$ cat config.mk
export PLATFORM = sky130hd
export DESIGN_NAME = ctr_timer_regs
export DESIGN_NICKNAME = d
export VERILOG_FILES = /design/src/logic/ctr_pkg.sv /design/src/logic/ctr_reg_if.sv /design/src/logic/ctr_timer_regs.sv /design/src/logic/ctr_i2c_slave.sv /design/src/logic/ctr_watchdog.sv
export SDC_FILE = /design/constraint.sdc
export NUM_CORES = 1
export LEC_CHECK = 0
export ABC_AREA = 1
export BUFFER_PORTS_ARGS = -buffer_cell sky130_fd_sc_hd__buf_2
export CORE_MARGIN = 3
export CORE_UTILIZATION = 25
export CTS_CLUSTER_SIZE = 24
export DETAILED_ROUTE_END_ITERATION = 12
export HOLD_SLACK_MARGIN = 0.06
export RECOVER_POWER = 25
export SYNTH_ARGS = -nofsm -noshare
export SYNTH_HDL_FRONTEND = slang
export SYNTH_SLANG_ARGS = --single-unit
$ cat constraint.sdc
create_clock -name ref_clk -period 5.7 [get_ports ref_clk]
set_input_delay 0.285 -clock ref_clk [delete_from_list [all_inputs] [get_ports ref_clk]]
set_output_delay 0.285 -clock ref_clk [all_outputs]
set_load 0.01 [all_outputs]
$ cat src/logic/ctr_pkg.sv
// Constants, field layout and types of the charge timer configuration bank.
// Assumes a 20 MHz reference clock and a two-wire serial host bus.
// How it works
// - Threshold code picks fast-charge entry ratio
// - Precharge current 40 mA steps, clamped low
// - Writing soft reset bit restores all defaults
// - Termination current 40 mA steps, clamped low
// - Cell count sensed at power-on, host-writable
// - Recharge deglitch code, default 1024 ms
// - Recharge offset 50 mV plus 50 mV/code
// - Output voltage 2800 mV base, clamped high
// - Output current 40 mA steps, min 120 mA
// - One bit picks precharge timer 2h/0.5h
// - Top-off timer off by default, 15/30/45 min
// - Trickle timer enable, fixed one hour
// - Precharge and fast timer enables bits 4,3
// - Fast timer length 5/8/12/24 hours
// - Slowdown bit halves timers while limited
// - Regulation limit default from cell count
// - Watchdog period code, zero disables
`default_nettype none
package ctr_pkg;
   // Register offsets on the serial bus
   localparam logic [7:0]  OFS_PRECHG  = 8'h08;
   localparam logic [7:0]  OFS_TERM    = 8'h09;
   localparam logic [7:0]  OFS_RECHG   = 8'h0a;
   localparam logic [7:0]  OFS_VOUT_HI = 8'h0b;
   localparam logic [7:0]  OFS_VOUT_LO = 8'h0c;
   localparam logic [7:0]  OFS_IOUT    = 8'h0d;
   localparam logic [7:0]  OFS_TMR     = 8'h0e;
   // Values after reset
   localparam logic [7:0]  RST_PRECHG  = 8'hc3;
   localparam logic [6:0]  RST_TERM    = 7'h05;
   localparam logic [5:0]  RST_RECHG   = 6'h23;
   localparam logic [10:0] RST_VOUT    = 11'h0dc;
   localparam logic [7:0]  RST_IOUT    = 8'h4b;
   localparam logic [7:0]  RST_TMR     = 8'h3d;
   // Field positions
   localparam int          SOFT_RST_BIT = 6;
   localparam int          EN_TRI_BIT   = 5;
   localparam int          EN_PRE_BIT   = 4;
   localparam int          EN_FAST_BIT  = 3;
   localparam int          SLOW_BIT     = 0;
   // Clamp limits in codes
   localparam logic [5:0]  PRECHG_MIN  = 6'h01;
   localparam logic [4:0]  TERM_MIN    = 5'h01;
   localparam logic [6:0]  IOUT_MIN    = 7'h03;
   localparam logic [10:0] VOUT_MAX    = 11'h780;
   // Clock and watchdog timing
   localparam int          CLK_HZ      = 20000000;
   localparam int          MS_PER_S    = 1000;
   localparam int          CYC_PER_MS  = CLK_HZ / MS_PER_S;
   localparam int          WD_MS_W     = 18;

   typedef enum logic [5:0] {
      I2C_IDLE = 6'h01,
      I2C_ADDR = 6'h02,
      I2C_ACK  = 6'h04,
      I2C_WR   = 6'h08,
      I2C_RD   = 6'h10,
      I2C_RACK = 6'h20
   } ctr_i2c_state_type;

   // Regulation limit default per cell count, 10 mV codes
   function automatic logic [10:0] blim_default(input logic [1:0] cells);
      case (cells)
         2'h0:    blim_default = 11'h1a4;
         2'h1:    blim_default = 11'h348;
         2'h2:    blim_default = 11'h4ec;
         default: blim_default = 11'h690;
      endcase
   endfunction : blim_default

   // Watchdog period in ms per code
   function automatic logic [WD_MS_W-1:0] wd_limit_ms(input logic [2:0] code);
      case (code)
         3'h1:    wd_limit_ms = 18'h001f4;
         3'h2:    wd_limit_ms = 18'h003e8;
         3'h3:    wd_limit_ms = 18'h007d0;
         3'h4:    wd_limit_ms = 18'h04e20;
         3'h5:    wd_limit_ms = 18'h09c40;
         3'h6:    wd_limit_ms = 18'h13880;
         3'h7:    wd_limit_ms = 18'h27100;
         default: wd_limit_ms = 18'h00000;
      endcase
   endfunction : wd_limit_ms
endpackage : ctr_pkg
`default_nettype wire

$ cat src/logic/ctr_reg_if.sv
// Register access carrier between the serial slave and the register bank.
// Assumes both ends share one clock.
`timescale 1ns/1ps
`default_nettype none
interface ctr_reg_if;
   logic [7:0] addr;
   logic       wr_stb;
   logic [7:0] wdata;
   logic [7:0] rdata;
   modport master (output addr, output wr_stb, output wdata, input rdata);
   modport slave  (input addr, input wr_stb, input wdata, output rdata);
endinterface : ctr_reg_if
`default_nettype wire

$ cat src/logic/ctr_timer_regs.sv
// Charge phase, charge timer and battery-powered output configuration bank.
// Assumes scl/sda synchronous to ref_clk and an external open-drain sda pad.
`timescale 1ns/1ps
`default_nettype none
module ctr_timer_regs #(
   parameter int         CYC_PER_MS = ctr_pkg::CYC_PER_MS,
   parameter logic [6:0] DEV_ADDR   = 7'h2a  // Arbitrary value
) (
   input  wire logic        ref_clk,
   input  wire logic        arst_n,
   input  wire logic        scl,
   input  wire logic        sda_in,
   output logic             sda_out,
   output logic             sda_oe_n,
   input  wire logic [1:0]  cell_strap,
   input  wire logic [2:0]  wd_period_code,
   input  wire logic        input_power_limiting,
   input  wire logic        thermal_reg_active,
   output logic [1:0]       fast_charge_entry_ratio,
   output logic [5:0]       precharge_current,
   output logic [4:0]       termination_current,
   output logic [1:0]       cell_count,
   output logic [1:0]       recharge_deglitch,
   output logic [3:0]       recharge_offset,
   output logic [10:0]      output_voltage_target,
   output logic [6:0]       output_current_limit,
   output logic             precharge_timer_length,
   output logic [1:0]       topoff_duration,
   output logic             trickle_timer_enable,
   output logic             precharge_timer_enable,
   output logic             fast_timer_enable,
   output logic [1:0]       fast_timer_length,
   output logic             timer_slowdown_enable,
   output logic             timer_half_rate,
   output logic [10:0]      battery_regulation_limit,
   output logic             timer_restart,
   output logic             wd_expired
);
   logic [1:0]  rst_sync_ff;
   logic        rst_n;
   logic        strap_done_ff;
   logic [7:0]  prechg_ff;
   logic [6:0]  term_ff;
   logic [7:0]  rechg_ff;
   logic [10:0] vout_ff;
   logic [7:0]  iout_ff;
   logic [7:0]  tmr_ff;
   logic [10:0] blim_ff;
   logic        half_ff;
   logic        restart_ff;
   logic [7:0]  nxt_prechg;
   logic [6:0]  nxt_term;
   logic [7:0]  nxt_rechg;
   logic [10:0] nxt_vout;
   logic [7:0]  nxt_iout;
   logic [7:0]  nxt_tmr;
   logic [10:0] nxt_blim;
   logic        wd_fire;

   ctr_reg_if bus ();

   // Reset release through two flops
   always_ff @(posedge ref_clk or negedge arst_n) begin
      if (!arst_n) begin
         rst_sync_ff <= 2'b00;
      end else begin
         rst_sync_ff <= {rst_sync_ff[0], 1'b1};
      end
   end
   assign rst_n = rst_sync_ff[1];

   ctr_i2c_slave #(
      .DEV_ADDR    (DEV_ADDR)
   ) u_slave (
      .clk         (ref_clk),
      .rst_n       (rst_n),
      .scl         (scl),
      .sda_in      (sda_in),
      .sda_oe_n    (sda_oe_n),
      .regs        (bus.master)
   );

   // Any host write or soft reset restarts the watchdog
   ctr_watchdog #(
      .CYC_PER_MS  (CYC_PER_MS)
   ) u_wd (
      .clk         (ref_clk),
      .rst_n       (rst_n),
      .kick        (bus.wr_stb | restart_ff),
      .period_code (wd_period_code),
      .expire_ff   (wd_fire)
   );

   // Address decode of host writes
   wire wr_prechg = bus.wr_stb & (bus.addr == ctr_pkg::OFS_PRECHG);
   wire wr_term   = bus.wr_stb & (bus.addr == ctr_pkg::OFS_TERM);
   wire wr_rechg  = bus.wr_stb & (bus.addr == ctr_pkg::OFS_RECHG);
   wire wr_vhi    = bus.wr_stb & (bus.addr == ctr_pkg::OFS_VOUT_HI);
   wire wr_vlo    = bus.wr_stb & (bus.addr == ctr_pkg::OFS_VOUT_LO);
   wire wr_iout   = bus.wr_stb & (bus.addr == ctr_pkg::OFS_IOUT);
   wire wr_tmr    = bus.wr_stb & (bus.addr == ctr_pkg::OFS_TMR);

   // Full restore on strap capture or a pending soft reset
   wire restore_all = ~strap_done_ff | term_ff[ctr_pkg::SOFT_RST_BIT];

   // Clamped write values
   wire [5:0]  w_pre  = (bus.wdata[5:0] < ctr_pkg::PRECHG_MIN) ? ctr_pkg::PRECHG_MIN
                                                               : bus.wdata[5:0];
   wire [4:0]  w_term = (bus.wdata[4:0] < ctr_pkg::TERM_MIN) ? ctr_pkg::TERM_MIN
                                                             : bus.wdata[4:0];
   wire [6:0]  w_iout = (bus.wdata[6:0] < ctr_pkg::IOUT_MIN) ? ctr_pkg::IOUT_MIN
                                                             : bus.wdata[6:0];
   wire [10:0] w_vraw = wr_vhi ? {bus.wdata[2:0], vout_ff[7:0]}
                               : {vout_ff[10:8], bus.wdata};
   wire [10:0] w_vout = (w_vraw > ctr_pkg::VOUT_MAX) ? ctr_pkg::VOUT_MAX : w_vraw;

   // Next register values: restore, then watchdog, then host write
   always_comb begin
      nxt_prechg = prechg_ff;
      nxt_term   = term_ff;
      nxt_rechg  = rechg_ff;
      nxt_vout   = vout_ff;
      nxt_iout   = iout_ff;
      nxt_tmr    = tmr_ff;
      nxt_blim   = blim_ff;
      if (restore_all) begin
         nxt_prechg = ctr_pkg::RST_PRECHG;
         nxt_term   = ctr_pkg::RST_TERM;
         nxt_rechg  = {cell_strap, ctr_pkg::RST_RECHG};
         nxt_vout   = ctr_pkg::RST_VOUT;
         nxt_iout   = ctr_pkg::RST_IOUT;
         nxt_tmr    = ctr_pkg::RST_TMR;
         nxt_blim   = ctr_pkg::blim_default(cell_strap);
      end else if (wd_fire) begin
         nxt_prechg = {prechg_ff[7:6], ctr_pkg::RST_PRECHG[5:0]};
         nxt_term   = {term_ff[6:5], ctr_pkg::RST_TERM[4:0]};
         nxt_rechg  = {rechg_ff[7:6], ctr_pkg::RST_RECHG};
         nxt_vout   = ctr_pkg::RST_VOUT;
         nxt_iout   = ctr_pkg::RST_IOUT;
         nxt_tmr    = ctr_pkg::RST_TMR;
      end else begin
         if (wr_prechg) begin
            nxt_prechg = {bus.wdata[7:6], w_pre};
         end
         if (wr_term) begin
            nxt_term = {bus.wdata[6:5], w_term};
         end
         if (wr_rechg) begin
            nxt_rechg = bus.wdata;
         end
         if (wr_vhi | wr_vlo) begin
            nxt_vout = w_vout;
         end
         if (wr_iout) begin
            nxt_iout = {bus.wdata[7], w_iout};
         end
         if (wr_tmr) begin
            nxt_tmr = bus.wdata;
         end
      end
   end

   // Register bank
   always_ff @(posedge ref_clk or negedge rst_n) begin
      if (!rst_n) begin
         strap_done_ff <= 1'b0;
         prechg_ff     <= ctr_pkg::RST_PRECHG;
         term_ff       <= ctr_pkg::RST_TERM;
         rechg_ff      <= {2'b00, ctr_pkg::RST_RECHG};
         vout_ff       <= ctr_pkg::RST_VOUT;
         iout_ff       <= ctr_pkg::RST_IOUT;
         tmr_ff        <= ctr_pkg::RST_TMR;
         blim_ff       <= ctr_pkg::blim_default(2'b00);
      end else begin
         strap_done_ff <= 1'b1;
         prechg_ff     <= nxt_prechg;
         term_ff       <= nxt_term;
         rechg_ff      <= nxt_rechg;
         vout_ff       <= nxt_vout;
         iout_ff       <= nxt_iout;
         tmr_ff        <= nxt_tmr;
         blim_ff       <= nxt_blim;
      end
   end

   // Timer restart, watchdog flag and half-rate timing
   always_ff @(posedge ref_clk or negedge rst_n) begin
      if (!rst_n) begin
         restart_ff <= 1'b0;
         wd_expired <= 1'b0;
         half_ff    <= 1'b0;
      end else begin
         restart_ff <= term_ff[ctr_pkg::SOFT_RST_BIT];
         wd_expired <= wd_fire;
         half_ff    <= tmr_ff[ctr_pkg::SLOW_BIT]
                       & (input_power_limiting | thermal_reg_active);
      end
   end

   // Read mux; reserved bits and unmapped offsets read zero
   always_comb begin
      case (bus.addr)
         ctr_pkg::OFS_PRECHG:  bus.rdata = prechg_ff;
         ctr_pkg::OFS_TERM:    bus.rdata = {1'b0, term_ff};
         ctr_pkg::OFS_RECHG:   bus.rdata = rechg_ff;
         ctr_pkg::OFS_VOUT_HI: bus.rdata = {5'h00, vout_ff[10:8]};
         ctr_pkg::OFS_VOUT_LO: bus.rdata = vout_ff[7:0];
         ctr_pkg::OFS_IOUT:    bus.rdata = iout_ff;
         ctr_pkg::OFS_TMR:     bus.rdata = tmr_ff;
         default:              bus.rdata = 8'h00;
      endcase
   end

   // Field outputs, taken from bank flops and the half-rate and restart flops; sda_out is tied low
   assign sda_out                  = 1'b0;  // Open drain: only ever pulls low
   assign fast_charge_entry_ratio  = prechg_ff[7:6];
   assign precharge_current        = prechg_ff[5:0];
   assign termination_current      = term_ff[4:0];
   assign cell_count               = rechg_ff[7:6];
   assign recharge_deglitch        = rechg_ff[5:4];
   assign recharge_offset          = rechg_ff[3:0];
   assign output_voltage_target    = vout_ff;
   assign output_current_limit     = iout_ff[6:0];
   assign precharge_timer_length   = iout_ff[7];
   assign topoff_duration          = tmr_ff[7:6];
   assign trickle_timer_enable     = tmr_ff[ctr_pkg::EN_TRI_BIT];
   assign precharge_timer_enable   = tmr_ff[ctr_pkg::EN_PRE_BIT];
   assign fast_timer_enable        = tmr_ff[ctr_pkg::EN_FAST_BIT];
   assign fast_timer_length        = tmr_ff[2:1];
   assign timer_slowdown_enable    = tmr_ff[ctr_pkg::SLOW_BIT];
   assign timer_half_rate          = half_ff;
   assign battery_regulation_limit = blim_ff;
   assign timer_restart            = restart_ff;
endmodule : ctr_timer_regs
`default_nettype wire

$ cat src/logic/ctr_i2c_slave.sv
// Two-wire serial slave: device address, register pointer, auto-increment.
// Assumes scl and sda inputs synchronous to clk; sda is open drain.
`timescale 1ns/1ps
`default_nettype none
module ctr_i2c_slave #(
   parameter logic [6:0] DEV_ADDR = 7'h2a  // Arbitrary value
) (
   input  wire logic     clk,
   input  wire logic     rst_n,
   input  wire logic     scl,
   input  wire logic     sda_in,
   output logic          sda_oe_n,
   ctr_reg_if.master     regs
);
   ctr_pkg::ctr_i2c_state_type st_ff;
   logic       scl_q_ff;
   logic       sda_q_ff;
   logic [2:0] bit_ff;
   logic [7:0] shift_ff;
   logic [7:0] ptr_ff;
   logic       rw_ff;
   logic       first_ff;
   logic       acked_ff;
   logic       wr_ff;
   logic [7:0] wd_ff;

   // Bus conditions
   wire       scl_rise = ~scl_q_ff & scl;
   wire       scl_fall = scl_q_ff & ~scl;
   wire       start_c  = scl_q_ff & scl & sda_q_ff & ~sda_in;
   wire       stop_c   = scl_q_ff & scl & ~sda_q_ff & sda_in;
   wire [7:0] rx_byte  = {shift_ff[6:0], sda_in};

   assign regs.addr   = ptr_ff;
   assign regs.wr_stb = wr_ff;
   assign regs.wdata  = wd_ff;

   // Bit and byte sequencing
   always_ff @(posedge clk or negedge rst_n) begin
      if (!rst_n) begin
         st_ff    <= ctr_pkg::I2C_IDLE;
         scl_q_ff <= 1'b1;
         sda_q_ff <= 1'b1;
         bit_ff   <= 3'h0;
         shift_ff <= 8'h00;
         ptr_ff   <= 8'h00;
         rw_ff    <= 1'b0;
         first_ff <= 1'b0;
         acked_ff <= 1'b0;
         wr_ff    <= 1'b0;
         wd_ff    <= 8'h00;
         sda_oe_n <= 1'b1;
      end else begin
         scl_q_ff <= scl;
         sda_q_ff <= sda_in;
         wr_ff    <= 1'b0;
         if (wr_ff) begin
            ptr_ff <= ptr_ff + 8'h01;  // Advance after each stored byte
         end
         if (start_c) begin
            st_ff    <= ctr_pkg::I2C_ADDR;
            bit_ff   <= 3'h0;
            first_ff <= 1'b1;
            sda_oe_n <= 1'b1;
         end else if (stop_c) begin
            st_ff    <= ctr_pkg::I2C_IDLE;
            sda_oe_n <= 1'b1;
         end else begin
            case (st_ff)
               ctr_pkg::I2C_ADDR, ctr_pkg::I2C_WR: begin
                  if (scl_rise) begin
                     shift_ff <= rx_byte;
                     bit_ff   <= bit_ff + 3'h1;
                     acked_ff <= 1'b0;
                     if (bit_ff == 3'h7) begin
                        if (st_ff == ctr_pkg::I2C_ADDR) begin
                           rw_ff <= rx_byte[0];
                           st_ff <= (rx_byte[7:1] == DEV_ADDR) ? ctr_pkg::I2C_ACK
                                                              : ctr_pkg::I2C_IDLE;
                        end else begin
                           st_ff    <= ctr_pkg::I2C_ACK;
                           first_ff <= 1'b0;
                           if (first_ff) begin
                              ptr_ff <= rx_byte;  // First byte sets the pointer
                           end else begin
                              wr_ff <= 1'b1;
                              wd_ff <= rx_byte;
                           end
                        end
                     end
                  end
               end
               ctr_pkg::I2C_ACK: begin
                  if (scl_fall) begin
                     if (!acked_ff) begin
                        sda_oe_n <= 1'b0;  // Pull low for acknowledge
                        acked_ff <= 1'b1;
                     end else if (rw_ff) begin
                        shift_ff <= regs.rdata;
                        sda_oe_n <= regs.rdata[7];
                        ptr_ff   <= ptr_ff + 8'h01;
                        bit_ff   <= 3'h0;
                        st_ff    <= ctr_pkg::I2C_RD;
                     end else begin
                        sda_oe_n <= 1'b1;
                        bit_ff   <= 3'h0;
                        st_ff    <= ctr_pkg::I2C_WR;
                     end
                  end
               end
               ctr_pkg::I2C_RD: begin
                  if (scl_fall) begin
                     bit_ff <= bit_ff + 3'h1;
                     if (bit_ff == 3'h7) begin
                        sda_oe_n <= 1'b1;
                        st_ff    <= ctr_pkg::I2C_RACK;
                     end else begin
                        shift_ff <= {shift_ff[6:0], 1'b0};
                        sda_oe_n <= shift_ff[6];
                     end
                  end
               end
               ctr_pkg::I2C_RACK: begin
                  if (scl_rise) begin
                     acked_ff <= 1'b1;
                     st_ff    <= sda_in ? ctr_pkg::I2C_IDLE : ctr_pkg::I2C_ACK;
                  end
               end
               default: begin
                  sda_oe_n <= 1'b1;
               end
            endcase
         end
      end
   end
endmodule : ctr_i2c_slave
`default_nettype wire

$ cat src/logic/ctr_watchdog.sv
// Host watchdog: expires when no host write arrives within the period.
// Assumes kick is a one-cycle pulse from the register bank.
`timescale 1ns/1ps
`default_nettype none
module ctr_watchdog #(
   parameter int CYC_PER_MS = ctr_pkg::CYC_PER_MS
) (
   input  wire logic       clk,
   input  wire logic       rst_n,
   input  wire logic       kick,
   input  wire logic [2:0] period_code,
   output logic            expire_ff
);
   localparam int PW = $clog2(CYC_PER_MS + 1);
   logic [PW-1:0]                 pre_ff;
   logic [ctr_pkg::WD_MS_W-1:0]   ms_ff;

   wire [ctr_pkg::WD_MS_W-1:0] limit = ctr_pkg::wd_limit_ms(period_code);
   wire ms_tick = (pre_ff == PW'(CYC_PER_MS - 1));
   wire idle    = kick | (period_code == 3'h0);
   wire hit     = ms_tick & (ms_ff == limit - 18'h00001);

   // Millisecond prescaler and period counter
   always_ff @(posedge clk or negedge rst_n) begin
      if (!rst_n) begin
         pre_ff    <= '0;
         ms_ff     <= '0;
         expire_ff <= 1'b0;
      end else begin
         expire_ff <= ~idle & hit;
         pre_ff    <= (idle | ms_tick) ? '0 : pre_ff + PW'(1);
         ms_ff     <= (idle | hit) ? '0 : (ms_tick ? ms_ff + 18'h00001 : ms_ff);
      end
   end
endmodule : ctr_watchdog
`default_nettype wire

# After elaboration in Yosys (flattened, before gate mapping)
# Cells that the tools add are included.
dict set report totals {
  regBits 140
  latch_bits 0
  mem_bits_rw 0
  mem_bits_ro 0
  n_memories 0
}
dict set report classes {
  addsub 5
  n_mul 0
  div_mod_pow 0
  order_cmp 4
  eq_ne 47
  shifts 0
  n_mux 93
  n_bitwise 34
  n_reduce_logical 32
}
# operator count
set op_table {}
lappend op_table {{8-bit two-way mux} 22}
lappend op_table {{18-bit one-hot mux with 7 select lines} 1}
lappend op_table {{7-bit two-way mux} 10}
lappend op_table {{6-bit two-way mux} 11}
lappend op_table {{8-bit by 4-bit == test with 1-bit output, second input constant} 7}
lappend op_table {{8-bit one-hot mux with 7 select lines} 1}
lappend op_table {{11-bit two-way mux} 5}
lappend op_table {{18-bit two-way mux} 2}
lappend op_table {{11-bit one-hot mux with 3 select lines} 1}
lappend op_table {{4-bit by 1-bit inequality test with 1-bit output, second input constant} 7}
lappend op_table {{3-bit two-way mux} 8}
lappend op_table {{6-bit one-hot mux with 4 select lines} 1}
lappend op_table {{3-bit nonzero test} 8}
lappend op_table {{1-bit two-way mux} 23}
lappend op_table {{7-bit one-hot mux with 3 select lines} 1}
lappend op_table {{18-bit by 1-bit adder with 18-bit output, second input constant} 1}
lappend op_table {{18-bit == test} 1}
lappend op_table {{6-bit AND reduction} 3}
lappend op_table {{18-bit by 1-bit subtractor with 18-bit output, second input constant} 1}
lappend op_table {{1-bit bitwise AND} 17}
lappend op_table {{2-bit by 1-bit inequality test with 1-bit output, second input constant} 8}
lappend op_table {{8-bit one-hot mux with 2 select lines} 1}
lappend op_table {{15-bit by 1-bit adder with 15-bit output, second input constant} 1}
lappend op_table {{15-bit == test, second input constant} 1}
lappend op_table {{other kinds (38)} 73}

# Depth between registers and ports, before layout
dict set report logic_depth {
  depth_word 9
  depth_mapped 17
  mapped_depth_nobuf 16
}

# By module
# A second synthesis with hierarchy kept.
dict set report unflattened {
  hier_cells 1105
  area_unflattened_um2 8299.2
}
# mod n_inst cells_per_inst area_per_inst_um2 seq_area_each_um2
set modules_own_cells {}
lappend modules_own_cells {ctr_timer_regs 1 435 3429.5 1609.0}
lappend modules_own_cells {ctr_i2c_slave 1 340 2549.9 980.9}
lappend modules_own_cells {ctr_watchdog 1 330 2319.7 850.8}

# Worst setup path before layout
# No wires, ideal clock.
dict set report synth_timing {
  path_kind {input port to flip-flop}
  startpoint {input wd_period_code[0]}
  endpoint {register u_wd.ms_ff[10] in the netlist's numbering}
  setup_time_ps 122
  arrival_ps 1917
  required_time_ps 5578
  slack_ps 3661
  path_stages 15
  path_buffers 1
  cell_sequence {buf_4 inv_1 nor2_1 nand2_1 ha_1 nand2_1 inv_1 nor2_1 nand3_1 nor2_1 nand3_1 nor2_1 nand3_2 nand2_2 nor2_1}
}
dict set report synth_via {
  elab_chain_cells 7
  elab_cells_between_ends 16
}
# item line
set synth_lines {}
lappend synth_lines {{start, declared} ctr_timer_regs.sv:16} ;# input wire logic [2:0] wd_period_code,
lappend synth_lines {{3-bit == test (tied with other cells)} ctr_pkg.sv:76} ;# case (code)
lappend synth_lines {{18-bit one-hot mux with 7 select lines} ctr_pkg.sv:76}
lappend synth_lines {{18-bit by 1-bit subtractor with 18-bit output} ctr_watchdog.sv:21} ;# wire hit = ms_tick & (ms_ff == limit - 18'h00001);
lappend synth_lines {{18-bit == test} ctr_watchdog.sv:21}
lappend synth_lines {{1-bit bitwise AND} ctr_watchdog.sv:21}
lappend synth_lines {{1-bit bitwise OR (*)} ctr_watchdog.sv:32} ;# ms_ff <= (idle | hit) ? '0 : (ms_tick ? ms_ff + 18'h00001 : ms_ff);
lappend synth_lines {{18-bit two-way mux or 2-bit nonzero test (tied branches)} n/a}
lappend synth_lines {{end signal, assigned} ctr_watchdog.sv:32}
lappend synth_lines {{end, declared} ctr_watchdog.sv:16} ;# logic [ctr_pkg::WD_MS_W-1:0] ms_ff;
# Mark *: on every way between the ends. The rest lies on a longest branch, timed or not.
# A chain may end at the register's enable or synchronous reset.

# Worst setup path in the final report
dict set report layout_timing {
  startpoint {register term_ff[6]}
  endpoint {register tmr_ff[5]}
}
dict set report layout_via {
  elab_chain_cells 2
  elab_cells_between_ends 3
}
# item line
set layout_lines {}
lappend layout_lines {{start, declared} ctr_timer_regs.sv:43} ;# logic [6:0] term_ff;
lappend layout_lines {{start signal, assigned} ctr_timer_regs.sv:168} ;# term_ff <= ctr_pkg::RST_TERM;
lappend layout_lines {{start signal, assigned} ctr_timer_regs.sv:177} ;# term_ff <= nxt_term;
lappend layout_lines {{1-bit bitwise OR (*)} ctr_timer_regs.sv:104} ;# wire restore_all = ~strap_done_ff | term_ff[ctr_pkg::SOFT_RST_BIT];
lappend layout_lines {{3-bit nonzero test (no source line) or 8-bit two-way mux (tied branches)} n/a}
lappend layout_lines {{end signal, assigned} ctr_timer_regs.sv:172} ;# tmr_ff <= ctr_pkg::RST_TMR;
lappend layout_lines {{end signal, assigned} ctr_timer_regs.sv:181} ;# tmr_ff <= nxt_tmr;
lappend layout_lines {{end, declared} ctr_timer_regs.sv:47} ;# logic [7:0] tmr_ff;
# Marks and branches as above.

==> impl_metrics.py <==
metrics = {
    "floorplanning": {
        "die_h_um": 184.3,
        "start_util": 0.2565,
        "core_area_um2": 30990,
        "dieArea_um2": 33970,
        "num_rows": 64,
        "ioPinCount": 75,
        "die_x_um": 184.3,
    },
    "place": {
        "dp_cells": 1497,
        "io_buffers": 71,
        "place_congestion": 0.9130,
        "dpl.hpwl_um": 18270,
        "dpl_worst_slack_ns": 2.830,
        "dpl_cell_area_um2": 8638,
    },
    "clock_network": {
        "clk_latency_ns": 0.42,
        "cts_inserted_buffers": 17,
        "path_clk_slew_ns": 0.06,
        "cts_max_path_buffers": 2,
        "root_buffer": "clkbuf_16",
        "ctsResizeCount": 0,
        "cts_hold_buf": 4,
        "postCtsSetupRepairBufs": 0,
        "tritoncts": "done",
        "htreeDepth": 4,
        "cts_sinks": 136,
    },
    "global_routing": {
        "grt_max_degree": 54,
        "grt_usage": 0.1420,
        "grt_pass1_vias": 6772,
        "antenna_found_initial": 0,
        "overflow": 0,
        "grt_pass1_wl_um": 37720,
    },
    "logic_synthesis": {
        "avgSynthCellArea_um2": 7.527,
        "synth-edff-count": 0,
        "synth.yosys.seq_area_share": 0.4329,
        "syn_area_um2": 7949,
        "synth_area_leaders": "dfrtp_1 (33%), nand2_1 (14%), dfstp_2 (9.9%)",
        "yosys.area.top_type_share": 0.3337,
        "synthCells": 1056,
        "synth_cell_types": 48,
        "synthTopCellsByCount": "nand2_1 (291), inv_1 (118), dfrtp_1 (106), nor2_1 (104)",
        "synth_ff_type": "dfrtp_1",
        "yosys_register_bits": 136,
        "synth_most_common_cell": "nand2_1",
        "yosys_warnings": 0,
        "synth_top_area_cell": "dfrtp_1",
        "async_flop_share": 1.000,
    },
    "layout": {
        "drive_above_1_share": 0.1214,
        "antenna_cells": 0,
        "multiInputGateArea_um2": 3844,
        "fin_area_um2": 9205,
        "final_cells": 1533,
        "regArea_um2": 3441,
        "final_core_util": 0.2970,
        "area_growth_pct": 15.80,
        "final_nets": 1149,
        "fill_cells": 3274,
    },
    "sta": {
        "skew_ns": 0.01083,
        "finalCriticalPeriod_ns": 2.907,
        "max_freq_mhz": 344.0,
        "max-slew-margin-rel": 0.004032,
        "finalSetupViolCount": 0,
        "rsz0062_at_grt": "no",
        "setup_tns_ns": 0,
        "final.period_utilization": 0.5100,
        "setup_ws_ns": 2.793,
        "worstMarginPinSlew_ns": 1.494,
        "finalMaxSlewViolations": 0,
        "finalHoldViolCount": 0,
    },
    "detailed_routing": {
        "ant_nets": 0,
        "dr.first_iter.drc_count": 707,
        "dr_total_vias": 7258,
        "firstDrtPassIters": 7,
        "routed_wl_um": 23930,
        "via_per_inst": 4.735,
        "wl_per_cell_um": 15.61,
        "drcViolationCount": 0,
    },
    "power": {
        "max-vdd-ir-drop_mv": 0.1905,
        "seqPwrFrac": 0.394,
        "switching_share": 0.3435,
        "clkPwrFrac": 0.361,
        "p_leak_nw": 4.258,
        "combPwrFrac": 0.245,
        "switchingPower_mw": 1.062,
        "intPower_mw": 2.030,
        "power.density_nw_per_um2": 335.8,
    },
    "status": {
        "violations": "capacitance limit",
        "status": "finished, violations left",
    },
    "critical_path": {
        "start_kind": "register",
        "endpoint_kind": "register",
        "crit_arrival_ns": 3.25,
        "required_ns": 6.04,
        "critical_path_class": "reg2reg",
        "crit_fanout": 15,
    },
    "flow_run": {
        "drv_cap": 1,
    },
    "worst_hold_path": {
        "hold_class": "in2reg",
    },
}
state kept, by name, summed over array words and instances (netlist names), 2 cells and up:
name,flops
u_wd.ms_ff,18
u_wd.pre_ff,15
output_voltage_target,11
iout_ff,8
prechg_ff,8
rechg_ff,8
tmr_ff,8
u_slave.regs.addr,8
u_slave.regs.wdata,8
battery_regulation_limit,7
term_ff,7
u_slave.shift_ff,7
u_slave.st_ff,6
u_slave.bit_ff,3
rst_sync_ff,2
cell usage in the layout, fill, tap and decap left out, types with 6 or more instances in the layout:
master	synthesis	routed
a21oi_1	40	40
buf_2	9	30
clkbuf_1	7	45
clkbuf_16	0	17
clkinv_2	0	6
dfrtp_1	106	106
dfstp_2	30	28
ha_1	14	14
inv_1	118	118
inv_2	8	8
nand2_1	291	291
nand2_2	9	9
nand3_1	62	62
nand3b_1	11	11
nand4_1	19	19
nor2_1	104	104
nor2_2	6	6
nor3_1	23	23
o211ai_1	13	13
o21ai_0	62	62
o21ai_1	27	27
xor2_1	14	14
worst max-delay path: stages, from the launching register on:
cell     delay (ns)
dfrtp_1        0.38
nor2_1         0.51
inv_1          0.34
nor2_2         0.32
inv_1          0.30
nor2_1         0.75
nand2_1        0.09
o21ai_1        0.12
cell type report:
| cell class | count | share of cell area |
|---|---|---|
| multi-input cells | 764 | 0.4176 |
| repair buffers | 78 | 0.03983 |
| clock buffers | 22 | 0.04934 |
| inverters | 127 | 0.05179 |
| flip-flops and latches | 136 | 0.3738 |
| well taps | 396 | 0.05383 |
| clock inverters | 10 | 0.01386 |
cells by family after synthesis:
family	Yosys count	share of synthesized area
AND/OR/NAND/NOR	552	0.3134
AO/OA/AOI/OAI	174	0.1247
buffers and inverters	159	0.08500
flip-flops	136	0.4329
XOR/XNOR	18	0.01983
adder cells (fa/ha/maj)	14	0.02204
other	2	0.0009448
multiplexers	1	0.001259
final timing paths:
| path | startpoint | endpoint | slack (ns) | cells after the start |
|---|---|---|---|---|
| max | term_ff[6] | tmr_ff[5] | 2.79 | 7 |
| min | thermal_reg_active | timer_half_rate | 0.09 | 2 |
| max reg2reg | term_ff[6] | tmr_ff[5] | 2.79 | 7 |
| min reg2reg | rst_sync_ff[0] | rst_sync_ff[1] | 0.36 | 0 |
| max in group asynchronous | rst_sync_ff[1] | prechg_ff[4] | 3.65 | 1 |
| min in group asynchronous | arst_n | rst_sync_ff[1] | 0.19 | 2 |
metrics by stage:
stage / hold WS (ns) / power, mW
3_3_place_gp: 0.07019 / 1.977
3_5_place_dp: 0.07314 / 1.988
2_1_floorplan: -0.01059 / 1.793
5_1_grt: 0.07338 / 3.289
6_report: 0.08514 / 3.091
4_1_cts: 0.07065 / 3.122
layer usage:
| layer | global-route usage | vias to the layer above | share of wire |
|---|---|---|---|
| li1 | - | 3568 | - |
| met1 | 0.2043 | 3416 | 0.49 |
| met2 | 0.2123 | 253 | 0.43 |
| met3 | 0.02822 | 21 | 0.062 |
| met4 | 0.04899 | 0 | 0.019 |
| met5 | 0 | - | 0 |
power groups by stage:
stage	Combinational [mW]	Clock, mW	Sequential [mW]
3_3_place_gp	0.746	0	1.23
3_5_place_dp	0.754	0	1.23
2_1_floorplan	0.578	0	1.22
6_report	0.756	1.12	1.22
5_1_grt	0.867	1.18	1.24
4_1_cts	0.761	1.14	1.22
(Power assumes the default switching activity.)
